<file path="src/lsa_pkg.sv">
// package for the skew-aligning serializer/deserializer block
`default_nettype none
package lsa_pkg;
   // channel organisation
   localparam int NCH = 36;
   localparam int NSET = 2;
   localparam int SET_CH = 18;
   localparam int WMAX = 10;
   // timing: one bit period is four clock cycles, one clock per quarter-bit phase step
   localparam int CLK_NS = 4;
   localparam int BIT_NS = 16;
   localparam int BIT_CYC = BIT_NS / CLK_NS;
   localparam logic [1:0] PH_LAST = 2'(BIT_CYC - 1);
   localparam logic [1:0] PH_HALF = 2'(BIT_CYC / 2);
   localparam logic [1:0] PH_NOM = 2'(BIT_CYC / 2);
   // register byte offsets
   localparam logic [7:0] REG_CTRL = 8'h00;
   localparam logic [7:0] REG_EN_LO = 8'h04;
   localparam logic [7:0] REG_EN_HI = 8'h08;
   localparam logic [7:0] REG_PRE0 = 8'h0C;
   localparam logic [7:0] REG_PRE1 = 8'h10;
   localparam logic [7:0] REG_PRE2 = 8'h14;
   localparam logic [7:0] REG_STAT = 8'h18;
   localparam logic [7:0] REG_PH0 = 8'h1C;
   localparam logic [7:0] REG_PH1 = 8'h20;
   localparam logic [7:0] REG_PH2 = 8'h24;
   // control field positions
   localparam int CTRL_MUL_LSB = 0;
   localparam int CTRL_WID_LSB = 4;
   localparam int CTRL_MODE_LSB = 8;
   localparam int CTRL_TXSRC_BIT = 10;
   localparam int CTRL_TRAIN_BIT = 11;
   // reset values and the full-width word mask
   localparam logic [3:0] MUL_RST = 4'hA;
   localparam logic [3:0] WID_RST = 4'hA;
   localparam logic [9:0] WORD_ONES = 10'h3FF;

   typedef enum logic [1:0] {ALN_OFF, ALN_SINGLE, ALN_MULTI, ALN_PRESET} lsa_mode_type;

   typedef struct packed {
      logic cyc;
      logic stb;
      logic we;
      logic [3:0] sel;
      logic [7:0] adr;
      logic [31:0] dat;
   } lsa_wb_req_type;

   typedef logic [NCH-1:0][WMAX-1:0] lsa_words_type;

   typedef struct packed {
      logic [3:0] mul;
      logic [3:0] wid;
      lsa_mode_type mode;
      logic tx_src_rx;
      logic train;
      logic [NCH-1:0] en;
      logic [NCH-1:0][1:0] preset;
      logic [NCH-1:0] s1;
      logic [NCH-1:0] s2;
      logic [NCH-1:0] s3;
      logic [NSET-1:0] f1;
      logic [NSET-1:0] f2;
      logic [NSET-1:0] f3;
      logic [NSET-1:0][1:0] sub;
      logic [NSET-1:0][3:0] bitc;
      logic [NSET-1:0] lock;
      logic [NCH-1:0][1:0] phase;
      logic [NCH-1:0][3:0] ccnt;
      logic [NCH-1:0] last;
      logic [NCH-1:0][9:0] shreg;
      lsa_words_type word;
      logic [NCH-1:0] wval;
      logic [NSET-1:0][1:0] tsub;
      logic [NSET-1:0][3:0] tbit;
      logic [NSET-1:0][3:0] tcnt;
      logic [NCH-1:0][9:0] tsh;
      logic [NCH-1:0] txd;
      logic [NSET-1:0] tclk;
      logic ack;
      logic [31:0] rdat;
   } lsa_state_type;

   // legal multiplication and word-width factors: 1, 2, 4..10
   function automatic logic legal_factor(input logic [3:0] v);
      return (v == 4'h1) || (v == 4'h2) || ((v >= 4'h4) && (v <= 4'hA));
   endfunction

   // byte-lane merge for wishbone writes
   function automatic logic [31:0] wb_merge(input logic [31:0] old_v, input logic [31:0] new_v,
                                             input logic [3:0] sel);
      logic [31:0] r;
      r = old_v;
      for (int b = 0; b < 4; b++)
      begin
         if (sel[b])
         begin
            r[b*8 +: 8] = new_v[b*8 +: 8];
         end
      end
      return r;
   endfunction
endpackage
`default_nettype wire

</file>
<file path="src/lsa_serdes_top.sv">
// serializer/deserializer channels with per-channel clock-to-data skew alignment
`default_nettype none
module lsa_serdes_top (
   input wire logic clk_i,
   input wire logic rst_i,
   input wire logic ce_i,
   input wire lsa_pkg::lsa_wb_req_type wb_req_i,
   output logic [31:0] wb_dat_o,
   output logic wb_ack_o,
   input wire logic [lsa_pkg::NCH-1:0] rx_serial_i,
   input wire logic [lsa_pkg::NSET-1:0] rx_fwd_clk_i,
   output lsa_pkg::lsa_words_type rx_word_o,
   output logic [lsa_pkg::NCH-1:0] rx_word_valid_o,
   output logic [lsa_pkg::NSET-1:0] rx_lock_o,
   input wire lsa_pkg::lsa_words_type tx_word_i,
   output logic [lsa_pkg::NSET-1:0] tx_take_o,
   output logic [lsa_pkg::NCH-1:0] tx_serial_o,
   output logic [lsa_pkg::NSET-1:0] tx_forwarded_clock_out_o
);
   import lsa_pkg::*;

   lsa_state_type q;
   lsa_state_type d;
   logic [NSET-1:0] take_c;
   logic [NSET-1:0] fedge;
   logic [NSET-1:0] tstrobe;
   logic [NSET-1:0][1:0] tsub_v;
   logic [NSET-1:0][3:0] tbit_n;
   logic [63:0] en_w;
   logic [95:0] pre_w;
   logic [95:0] ph_w;
   logic [9:0] wmask;
   logic [9:0] samp_word;
   logic smp;
   logic bitv;
   logic wb_hit;
   int s;

   // whole block state is one record; registered once, frozen while ce_i is low
   always_ff @(posedge clk_i)
   begin
      if (rst_i)
      begin
         q <= '0;
         q.mul <= MUL_RST;
         q.wid <= WID_RST;
         q.phase <= {NCH{PH_NOM}};
      end
      else if (ce_i)
      begin
         q <= d;
      end
   end

   // next-state logic for timebases, channels and the register slave
   always_comb
   begin
      d = q;
      take_c = '0;
      fedge = '0;
      tstrobe = '0;
      tsub_v = '0;
      tbit_n = '0;
      smp = 1'b0;
      bitv = 1'b0;
      s = 0;
      samp_word = '0;
      wmask = WORD_ONES >> (4'hA - q.wid);
      en_w = {28'h0, q.en};
      pre_w = {24'h0, q.preset};
      ph_w = {24'h0, q.phase};

      // two-flop synchronisers; only the second stage and later are read
      d.s1 = rx_serial_i;
      d.s2 = q.s1;
      d.s3 = q.s2;
      d.f1 = rx_fwd_clk_i;
      d.f2 = q.f1;
      d.f3 = q.f2;

      // receive timebase per set: link clock edge restarts the bit and phase counters
      for (int k = 0; k < NSET; k++)
      begin
         fedge[k] = q.f2[k] & ~q.f3[k];
         if (fedge[k])
         begin
            d.sub[k] = '0;
            d.bitc[k] = '0;
            // locked only if the last link period held a whole multiple of mul bits
            d.lock[k] = (q.bitc[k] == q.mul - 4'h1) && (q.sub[k] == PH_LAST);
         end
         else
         begin
            d.sub[k] = q.sub[k] + 2'h1;
            if (q.sub[k] == PH_LAST)
            begin
               d.bitc[k] = (q.bitc[k] >= q.mul - 4'h1) ? 4'h0 : q.bitc[k] + 4'h1;
            end
         end
      end

      // receive channels
      for (int c = 0; c < NCH; c++)
      begin
         s = c / SET_CH;
         d.wval[c] = 1'b0;
         // sampling phase: nominal, preset, or learnt from data edges while training
         if (!q.en[c] || q.mode == ALN_OFF)
         begin
            d.phase[c] = PH_NOM;
         end
         else if (q.mode == ALN_PRESET)
         begin
            d.phase[c] = q.preset[c];
         end
         else if (q.train && (q.s2[c] != q.s3[c]))
         begin
            // sample half a bit away from the edge; frozen once train drops
            d.phase[c] = q.sub[s] + PH_HALF;
         end
         smp = (q.sub[s] == q.phase[c]);
         bitv = q.s2[c];
         if (smp)
         begin
            d.shreg[c] = {q.shreg[c][8:0], bitv};
            d.last[c] = bitv;
            // bypass widths take bits straight from the sampler pair
            if (q.wid == 4'h1)
            begin
               samp_word = {9'h0, bitv};
            end
            else if (q.wid == 4'h2)
            begin
               samp_word = {8'h0, q.shreg[c][0], bitv};
            end
            else
            begin
               samp_word = {q.shreg[c][8:0], bitv} & wmask;
            end
            // ones-to-zero step of the training word marks the msb, the first bit of a word
            if (q.train && q.en[c] && q.mode == ALN_SINGLE && q.wid == q.mul
                && q.last[c] && !bitv)
            begin
               d.ccnt[c] = 4'h1;
            end
            else if (q.ccnt[c] >= q.wid - 4'h1)
            begin
               d.ccnt[c] = '0;
               d.word[c] = samp_word;
               d.wval[c] = 1'b1;
            end
            else
            begin
               d.ccnt[c] = q.ccnt[c] + 4'h1;
            end
         end
      end

      // transmit timebase per set: own free-running phase or the receive set's phase
      for (int k = 0; k < NSET; k++)
      begin
         d.tsub[k] = q.tsub[k] + 2'h1;
         tsub_v[k] = q.tx_src_rx ? q.sub[k] : q.tsub[k];
         tstrobe[k] = (tsub_v[k] == PH_LAST);
         tbit_n[k] = (q.tbit[k] >= q.mul - 4'h1) ? 4'h0 : q.tbit[k] + 4'h1;
         if (tstrobe[k])
         begin
            d.tbit[k] = tbit_n[k];
            d.tcnt[k] = (q.tcnt[k] >= q.wid - 4'h1) ? 4'h0 : q.tcnt[k] + 4'h1;
            take_c[k] = (q.tcnt[k] == 4'h0);
         end
         // forwarded clock high for the first half of the mul-bit frame
         d.tclk[k] = ({d.tbit[k], tsub_v[k] + 2'h1} < {1'b0, q.mul, 1'b0});
      end

      // transmit channels, msb of the word first
      // the word is captured on the take strobe; core must have it ready then,
      // since there is no buffer to hold a late word
      for (int c = 0; c < NCH; c++)
      begin
         s = c / SET_CH;
         if (tstrobe[s])
         begin
            if (q.tcnt[s] == 4'h0)
            begin
               d.txd[c] = tx_word_i[c][q.wid - 4'h1];
               d.tsh[c] = {tx_word_i[c][8:0], 1'b0};
            end
            else
            begin
               d.txd[c] = q.tsh[c][q.wid - 4'h1];
               d.tsh[c] = {q.tsh[c][8:0], 1'b0};
            end
         end
      end

      // wishbone slave: one answer per request, ack one cycle after it is taken
      wb_hit = wb_req_i.cyc && wb_req_i.stb && !q.ack;
      d.ack = wb_hit;
      if (wb_hit)
      begin
         case (wb_req_i.adr)
            REG_CTRL: d.rdat = {20'h0, q.train, q.tx_src_rx, q.mode, q.wid, q.mul};
            REG_EN_LO: d.rdat = en_w[31:0];
            REG_EN_HI: d.rdat = en_w[63:32];
            REG_PRE0: d.rdat = pre_w[31:0];
            REG_PRE1: d.rdat = pre_w[63:32];
            REG_PRE2: d.rdat = pre_w[95:64];
            REG_STAT: d.rdat = {30'h0, q.lock};
            REG_PH0: d.rdat = ph_w[31:0];
            REG_PH1: d.rdat = ph_w[63:32];
            REG_PH2: d.rdat = ph_w[95:64];
            default: d.rdat = '0;
         endcase
         if (wb_req_i.we)
         begin
            case (wb_req_i.adr)
               REG_CTRL:
               begin
                  d.rdat = wb_merge({20'h0, q.train, q.tx_src_rx, q.mode, q.wid, q.mul},
                                    wb_req_i.dat, wb_req_i.sel);
                  // illegal factors are ignored so the counters never see them
                  if (legal_factor(d.rdat[CTRL_MUL_LSB +: 4]))
                  begin
                     d.mul = d.rdat[CTRL_MUL_LSB +: 4];
                  end
                  if (legal_factor(d.rdat[CTRL_WID_LSB +: 4]))
                  begin
                     d.wid = d.rdat[CTRL_WID_LSB +: 4];
                  end
                  d.mode = lsa_mode_type'(d.rdat[CTRL_MODE_LSB +: 2]);
                  d.tx_src_rx = d.rdat[CTRL_TXSRC_BIT];
                  d.train = d.rdat[CTRL_TRAIN_BIT];
                  d.rdat = q.rdat;
               end
               REG_EN_LO:
               begin
                  // low word only: channels 32 to 35 live in the high register
                  // and must keep their enables across a low-word write
                  d.en[31:0] = wb_merge(en_w[31:0], wb_req_i.dat, wb_req_i.sel);
               end
               REG_EN_HI: d.en[NCH-1:32] = 4'(wb_merge(en_w[63:32], wb_req_i.dat,
                                                      wb_req_i.sel));
               REG_PRE0:
               begin
                  pre_w[31:0] = wb_merge(pre_w[31:0], wb_req_i.dat, wb_req_i.sel);
                  d.preset = pre_w[71:0];
               end
               REG_PRE1:
               begin
                  pre_w[63:32] = wb_merge(pre_w[63:32], wb_req_i.dat, wb_req_i.sel);
                  d.preset = pre_w[71:0];
               end
               REG_PRE2:
               begin
                  pre_w[95:64] = wb_merge(pre_w[95:64], wb_req_i.dat, wb_req_i.sel);
                  d.preset = pre_w[71:0];
               end
               default: d.rdat = q.rdat;
            endcase
            // writes return the previous read data untouched
            d.rdat = q.rdat;
         end
      end
   end

   // outputs straight from the state record; take is a combinational handshake
   assign tx_take_o = take_c & {NSET{ce_i}};
   assign rx_word_o = q.word;
   assign rx_word_valid_o = q.wval;
   assign rx_lock_o = q.lock;
   assign tx_serial_o = q.txd;
   assign tx_forwarded_clock_out_o = q.tclk;
   assign wb_dat_o = q.rdat;
   assign wb_ack_o = q.ack;
endmodule
`default_nettype wire

</file>
<file path="config.mk">
export PLATFORM = sky130hd
export DESIGN_NAME = lsa_serdes_top
export DESIGN_NICKNAME = d
export VERILOG_FILES = /design/src/lsa_pkg.sv /design/src/lsa_serdes_top.sv
export SDC_FILE = /design/constraint.sdc
export NUM_CORES = 2
export LEC_CHECK = 0
export BUFFER_PORTS_ARGS = -buffer_cell sky130_fd_sc_hd__buf_2
export CAP_MARGIN = 10
export CELL_PAD_IN_SITES_DETAIL_PLACEMENT = 0
export CELL_PAD_IN_SITES_GLOBAL_PLACEMENT = 2
export CORE_MARGIN = 4
export CORE_UTILIZATION = 36
export CTS_CLUSTER_DIAMETER = 100
export CTS_CLUSTER_SIZE = 20
export DETAILED_ROUTE_END_ITERATION = 8
export GPL_TIMING_DRIVEN = 0
export PLACE_DENSITY_LB_ADDON = 0.05
export SLEW_MARGIN = 10
export SYNTH_ARGS = -nofsm -noshare
export SYNTH_HDL_FRONTEND = slang
export SYNTH_SLANG_ARGS = --single-unit
</file>
<file path="constraint.sdc">
create_clock -name clk_i -period 5.8 [get_ports clk_i]
set_input_delay 1.45 -clock clk_i [delete_from_list [all_inputs] [get_ports clk_i]]
set_output_delay 1.45 -clock clk_i [all_outputs]
set_load 0.05 [all_outputs]
</file>
# After elaboration in Yosys (flattened, before gate mapping)
# Index checks and enable logic that the tools add are counted.
[word_totals] ff_bits=1671 input_bits=448 output_inout_bits=471 elab_cells=1679
[classes] n_addsub=53 magnitude_cmp=49 eq_ne=96 shift=1 mux=604 bitwise=81 n_reduce_logical=509
[ops] cell="10-bit 2-to-1 mux" n=108
[ops] cell="10-bit AND" n=36
[ops] cell="4-bit 2-to-1 mux" n=84
[ops] cell="32-bit one-hot mux with 10 select lines" n=1
[ops] cell="1-bit binary-select mux with 4-bit select" n=72
[ops] cell="2-bit 2-to-1 mux" n=112
[ops] cell="1-bit logical AND" n=222
[ops] cell="1-bit 2-to-1 mux" n=218
[ops] cell="72-bit one-hot mux with 3 select lines" n=1
[ops] cell="4-bit by 1-bit adder with 4-bit output (second input constant)" n=42
[ops] cell="4-bit greater-or-equal comparator" n=42
[ops] cell="2-bit AND reduction" n=78
[ops] cell="4-bit AND reduction" n=36
[ops] cell="3-bit nonzero test" n=36
[ops] cell="1-bit zero test" n=73
[ops] cell="2-bit equality test" n=36
[ops] cell="8-bit 2-to-1 mux" n=8
[ops] cell="7-bit AND reduction" n=9
[ops] cell="1-bit NOT" n=42
[ops] cell="1-bit logical OR" n=40
[ops] cell="5-bit AND reduction" n=8
[ops] cell="1-bit inequality test" n=36
[ops] cell="8-bit by 5-bit equality test with 1-bit output (second input constant)" n=4
[ops] cell="8-bit by 4-bit equality test with 1-bit output (second input constant)" n=2
[ops] cell="other kinds (23)" n=47

# Longest topological paths before layout
[logic_depth] word_depth=8 ltp_mapped=15

# Worst setup path after synthesis
# No wires, ideal clock.
[synth_timing] path_kind="input to output" start="input ce_i" end="output tx_take_o[1] (netlist name)" arrival_time_ns=3.101 required_ns=4.350 setup_slack_ns=1.249 stages=6 path_cell_list="clkbuf_1 > buf_2 > clkbuf_1 > nand2_1 > clkbuf_1 > nor2_1"
[synth_via] elab_chain_len=1
[synth_rtl] element="start: declaration" line_no="lsa_serdes_top.sv:6" rtl="input wire logic ce_i,"
[synth_rtl] element="2-bit AND" line_no="lsa_serdes_top.sv:268" rtl="assign tx_take_o = take_c & {NSET{ce_i}};"
[synth_rtl] element="end: declaration" line_no="lsa_serdes_top.sv:16" rtl="output logic [lsa_pkg::NSET-1:0] tx_take_o,"
# No other way between the ends.

# Worst setup path after layout
[layout_timing] start="register q[1471] (netlist name)" end="output tx_take_o[1] (netlist name)"
[layout_via] elab_chain_len=4
[layout_rtl] element="start: declaration" line_no="lsa_serdes_top.sv:22" rtl="lsa_state_type q;"
[layout_rtl] element="2-bit 2-to-1 mux" line_no="lsa_serdes_top.sv:163" rtl="tsub_v[k] = q.tx_src_rx ? q.sub[k] : q.tsub[k];"
[layout_rtl] element="2-bit equality test" line_no="lsa_serdes_top.sv:164" rtl="tstrobe[k] = (tsub_v[k] == PH_LAST);"
[layout_rtl] element="1-bit 2-to-1 mux" line_no="lsa_serdes_top.sv:166" rtl="if (tstrobe[k])"
[layout_rtl] element="2-bit AND" line_no="lsa_serdes_top.sv:268"
# No other way between the ends.

==> flow_summary.yaml <==
detailed_routing:
  viasPerCell: 5.54
  dr.pass1.iters: 7
  wl_per_cell_um: 27.6
  initialDrtViolationCount: 5698
  drt_drc_violations_left: 0
  ant_nets: 0
  num_vias: 74000
  drt-total-wl_mm: 369
synthesis:
  synth_seq_cells: 1599
  synth-seq-area-share: 0.398
  synth_flop_cell: "dfxtp_1"
  syn_inst: 9316
  avgSynthCellArea_um2: 8.64
  async_reset_ff_frac: 0
  synth_nets: 9989
  mappedNetlistArea_um2: 80500
  synth_cell_types: 93
  synth-edff-count: 0
  yosys_warnings: 0
die:
  core-area_um2: 222000
  die_area_um2: 231000
  ioPinCount: 919
  fp.dieW_um: 481
  rows: 173
  die_h_um: 481
  start_util: 0.362
worst_setup_path:
  cp_common_cell: "buf_2"
  critical_path_class: "reg2out"
  crit_path_cell_trace: "buf_2, buf_2, buf_2, mux2_2, ha_1, clkbuf_1, nand2_1, clkbuf_2, nor2_1, buf_2"
  slowest_stage: "buf_2"
  cp.arrival_ns: 4.18
  r2r-start: "q[1699]$_SDFFE_PP0P_"
  reg2regPathDepth: 15
  r2r_slack_ns: 0.42
  crit_required_ns: 4.35
  r2r_end: "rx_word_o[45]$_SDFFE_PP0P_"
  critPathMaxFanout: 10
  end_kind: "output port"
  cpPeakStageDelay_ns: 0.45
  cp-start-kind: "flip-flop"
final_layout:
  final_cells: 13400
  layout-drive-gt1-share: 0.192
  regArea_um2: 32000
  area_growth_pct: 14.3
  fill_cells: 23100
  nets: 11000
  multi_input_area_um2: 41700
timing:
  setup_tns_ns: 0
  grt_setup_unrepaired: "false"
  tightest_slew_ns: 1.38
  relSlewSlack: 0.0781
  hold_viol_final: 0
  post-route-min-period_ns: 5.63
  slew_violations: 0
  fmax_mhz: 178
  fin_crit_sh: 0.970
  clock_skew_ns: 0.0284
  setup_violations: 0
grt:
  antenna_found_initial: 41
  grt-ovfl-total: 0
  grt_usage: 0.306
  grt_pass1_wl_mm: 519
  grt_pass1_vias: 72000
  grt_start_max_net_pins: 38
cts:
  cts-root-buf: "clkbuf_16"
  cts_inserted_buffers: 98
  cts_sinks: 1599
  cts_tree: "done"
  cts.clk_slew.worst_paths_ns: 0.09
  htree_levels: 3
  clkLatencyLatePin_ns: 0.79
  postCtsSetupRepairBufs: 0
  ctsHoldBuffers: 0
  cts_buffer_depth: 3
worst_hold_path:
  worstHoldStart: "q[1035]$_SDFFE_PP0P_"
  min_to: "q[1035]$_SDFFE_PP0P_"
  min_path_type: "reg2reg"
  hold_depth: 2
placement:
  dp_hpwl_mm: 289
  place_inst: 13200
  gp_congestion: 0.965
  port_buffers: 910
status:
  status: "complete, no violations"
power:
  power.leakage_nw: 38.9
  peakVddDrop_v: 0.000194
  power_density_nw_per_um2: 225
run:
  drv_cap: 0
final cells by class:
type,count,share of cell area
clock buffer,102,0.0272
buffer,1159,0.0701
sequential,1599,0.348
timing repair buffer,916,0.0509
clock inverter,33,0.00465
antenna,24,0.000653
tap,2975,0.0405
multi-input combinational,6433,0.453
inverter,125,0.00513
synthesized netlist by cell type, types with 24 or more instances:
cell / count / area [um^2]
inv_1: 123 / 462
buf_2: 112 / 561
xnor2_1: 125 / 1090
ha_1: 225 / 2820
and2_1: 53 / 332
mux2i_1: 706 / 7070
o41ai_1: 67 / 587
or4_1: 37 / 278
o211ai_1: 80 / 601
mux4_2: 146 / 3290
nand4_1: 25 / 156
nor4_1: 51 / 319
a22o_1: 111 / 972
dfxtp_1: 1599 / 32000
nor4_2: 24 / 300
clkbuf_1: 479 / 1800
nor2b_1: 81 / 507
o221ai_1: 36 / 315
and3_1: 72 / 450
nand2b_1: 81 / 507
buf_4: 509 / 3820
a2111o_1: 27 / 304
buf_1: 57 / 214
nand2_1: 2119 / 7950
o21ai_0: 190 / 951
nand3_1: 286 / 1430
o221a_2: 56 / 631
a311oi_1: 288 / 2520
a21oi_1: 557 / 2790
a32oi_1: 30 / 263
nor2_1: 625 / 2350
state kept, by name, summed over array words and instances (netlist names):
name	cells
bitv	1
d	75
en_w	36
ph_w	72
q	946
rx_lock_o	2
rx_word_o	360
rx_word_valid_o	36
tx_forwarded_clock_out_o	2
tx_serial_o	36
wb_ack_o	1
wb_dat_o	32
per-stage QoR:
step,utilization,hold slack [ns],area (um^2),setup slack (ns),power (mW)
final,0.414,0.458,92000,0.174,20.7
after CTS,0.414,0.460,91900,0.0152,20.9
after global placement,0.399,0.442,88800,-3.70,13.3
after detailed placement,0.400,0.447,89000,-0.350,13.3
after floorplan,-,0.426,80500,1.25,12.4
after global routing,0.414,0.475,92000,0.0233,21.3
metal layers:
| metal | global-route usage | share of wire | routed length [um] |
|---|---|---|---|
| met1 | 0.383 | 0.41 | 152000 |
| met2 | 0.519 | 0.47 | 174000 |
| met3 | 0.0479 | 0.064 | 23500 |
| met4 | 0.138 | 0.051 | 18700 |
| met5 | 0 | 0.00063 | 234 |
cell families after synthesis:
kind of cell             after synthesis  share of synthesized area
buffers and inverters               1284                     0.0855
flip-flops                          1599                      0.398
adder cells (fa/ha/maj)              227                     0.0352
XOR/XNOR                             134                     0.0147
AO/OA/AOI/OAI                       1659                      0.146
multiplexers                         868                      0.131
AND/OR/NAND/NOR                     3545                      0.190
critical path, delay by kind of cell (launching register included):
family        cells  cell delay, ns
simple gates      2            0.44
flops             1            0.35
fa+ha+maj         1            0.14
buf+inv           6            2.19
mux               1            0.25
worst max-delay path by stage:
stage                         start                           to  slack (ns)
6_report       q[1471]$_SDFFE_PP0P_                 tx_take_o[1]        0.17
5_1_grt        q[1471]$_SDFFE_PP0P_                 tx_take_o[1]        0.02
4_1_cts        q[1471]$_SDFFE_PP0P_                 tx_take_o[1]        0.02
3_5_place_dp                   ce_i                 tx_take_o[1]       -0.35
3_3_place_gp   q[1699]$_SDFFE_PP0P_  rx_word_o[240]$_SDFFE_PP0P_       -3.70
2_1_floorplan                  ce_i                 tx_take_o[1]        1.25
report_power, final:
part           switching (mW)  leakage, nW  internal (mW)
combinational            1.29         24.6          0.565
clock                    4.34         1.43           3.31
sequential              0.120         12.9           11.1
total                    5.75         38.9           15.0
repair_timing:
item                                    4_1_cts  5_1_grt
gates resized for setup                       1        6
pin swaps                                     0        0
endpoints found under the setup margin        2        2
cells in the final DEF, fill, tap and decap left out, types with 125 or more instances in the layout:
cell      instances
mux4_2          146
dfxtp_1        1599
mux2i_1         706
xnor2_1         125
clkbuf_1        460
buf_4           511
ha_1            224
a21oi_1         557
a311oi_1        288
buf_2          1021
nand3_1         286
nand2_1        2119
nor2_1          625
o21ai_0         190
(Power assumes the default switching activity.)
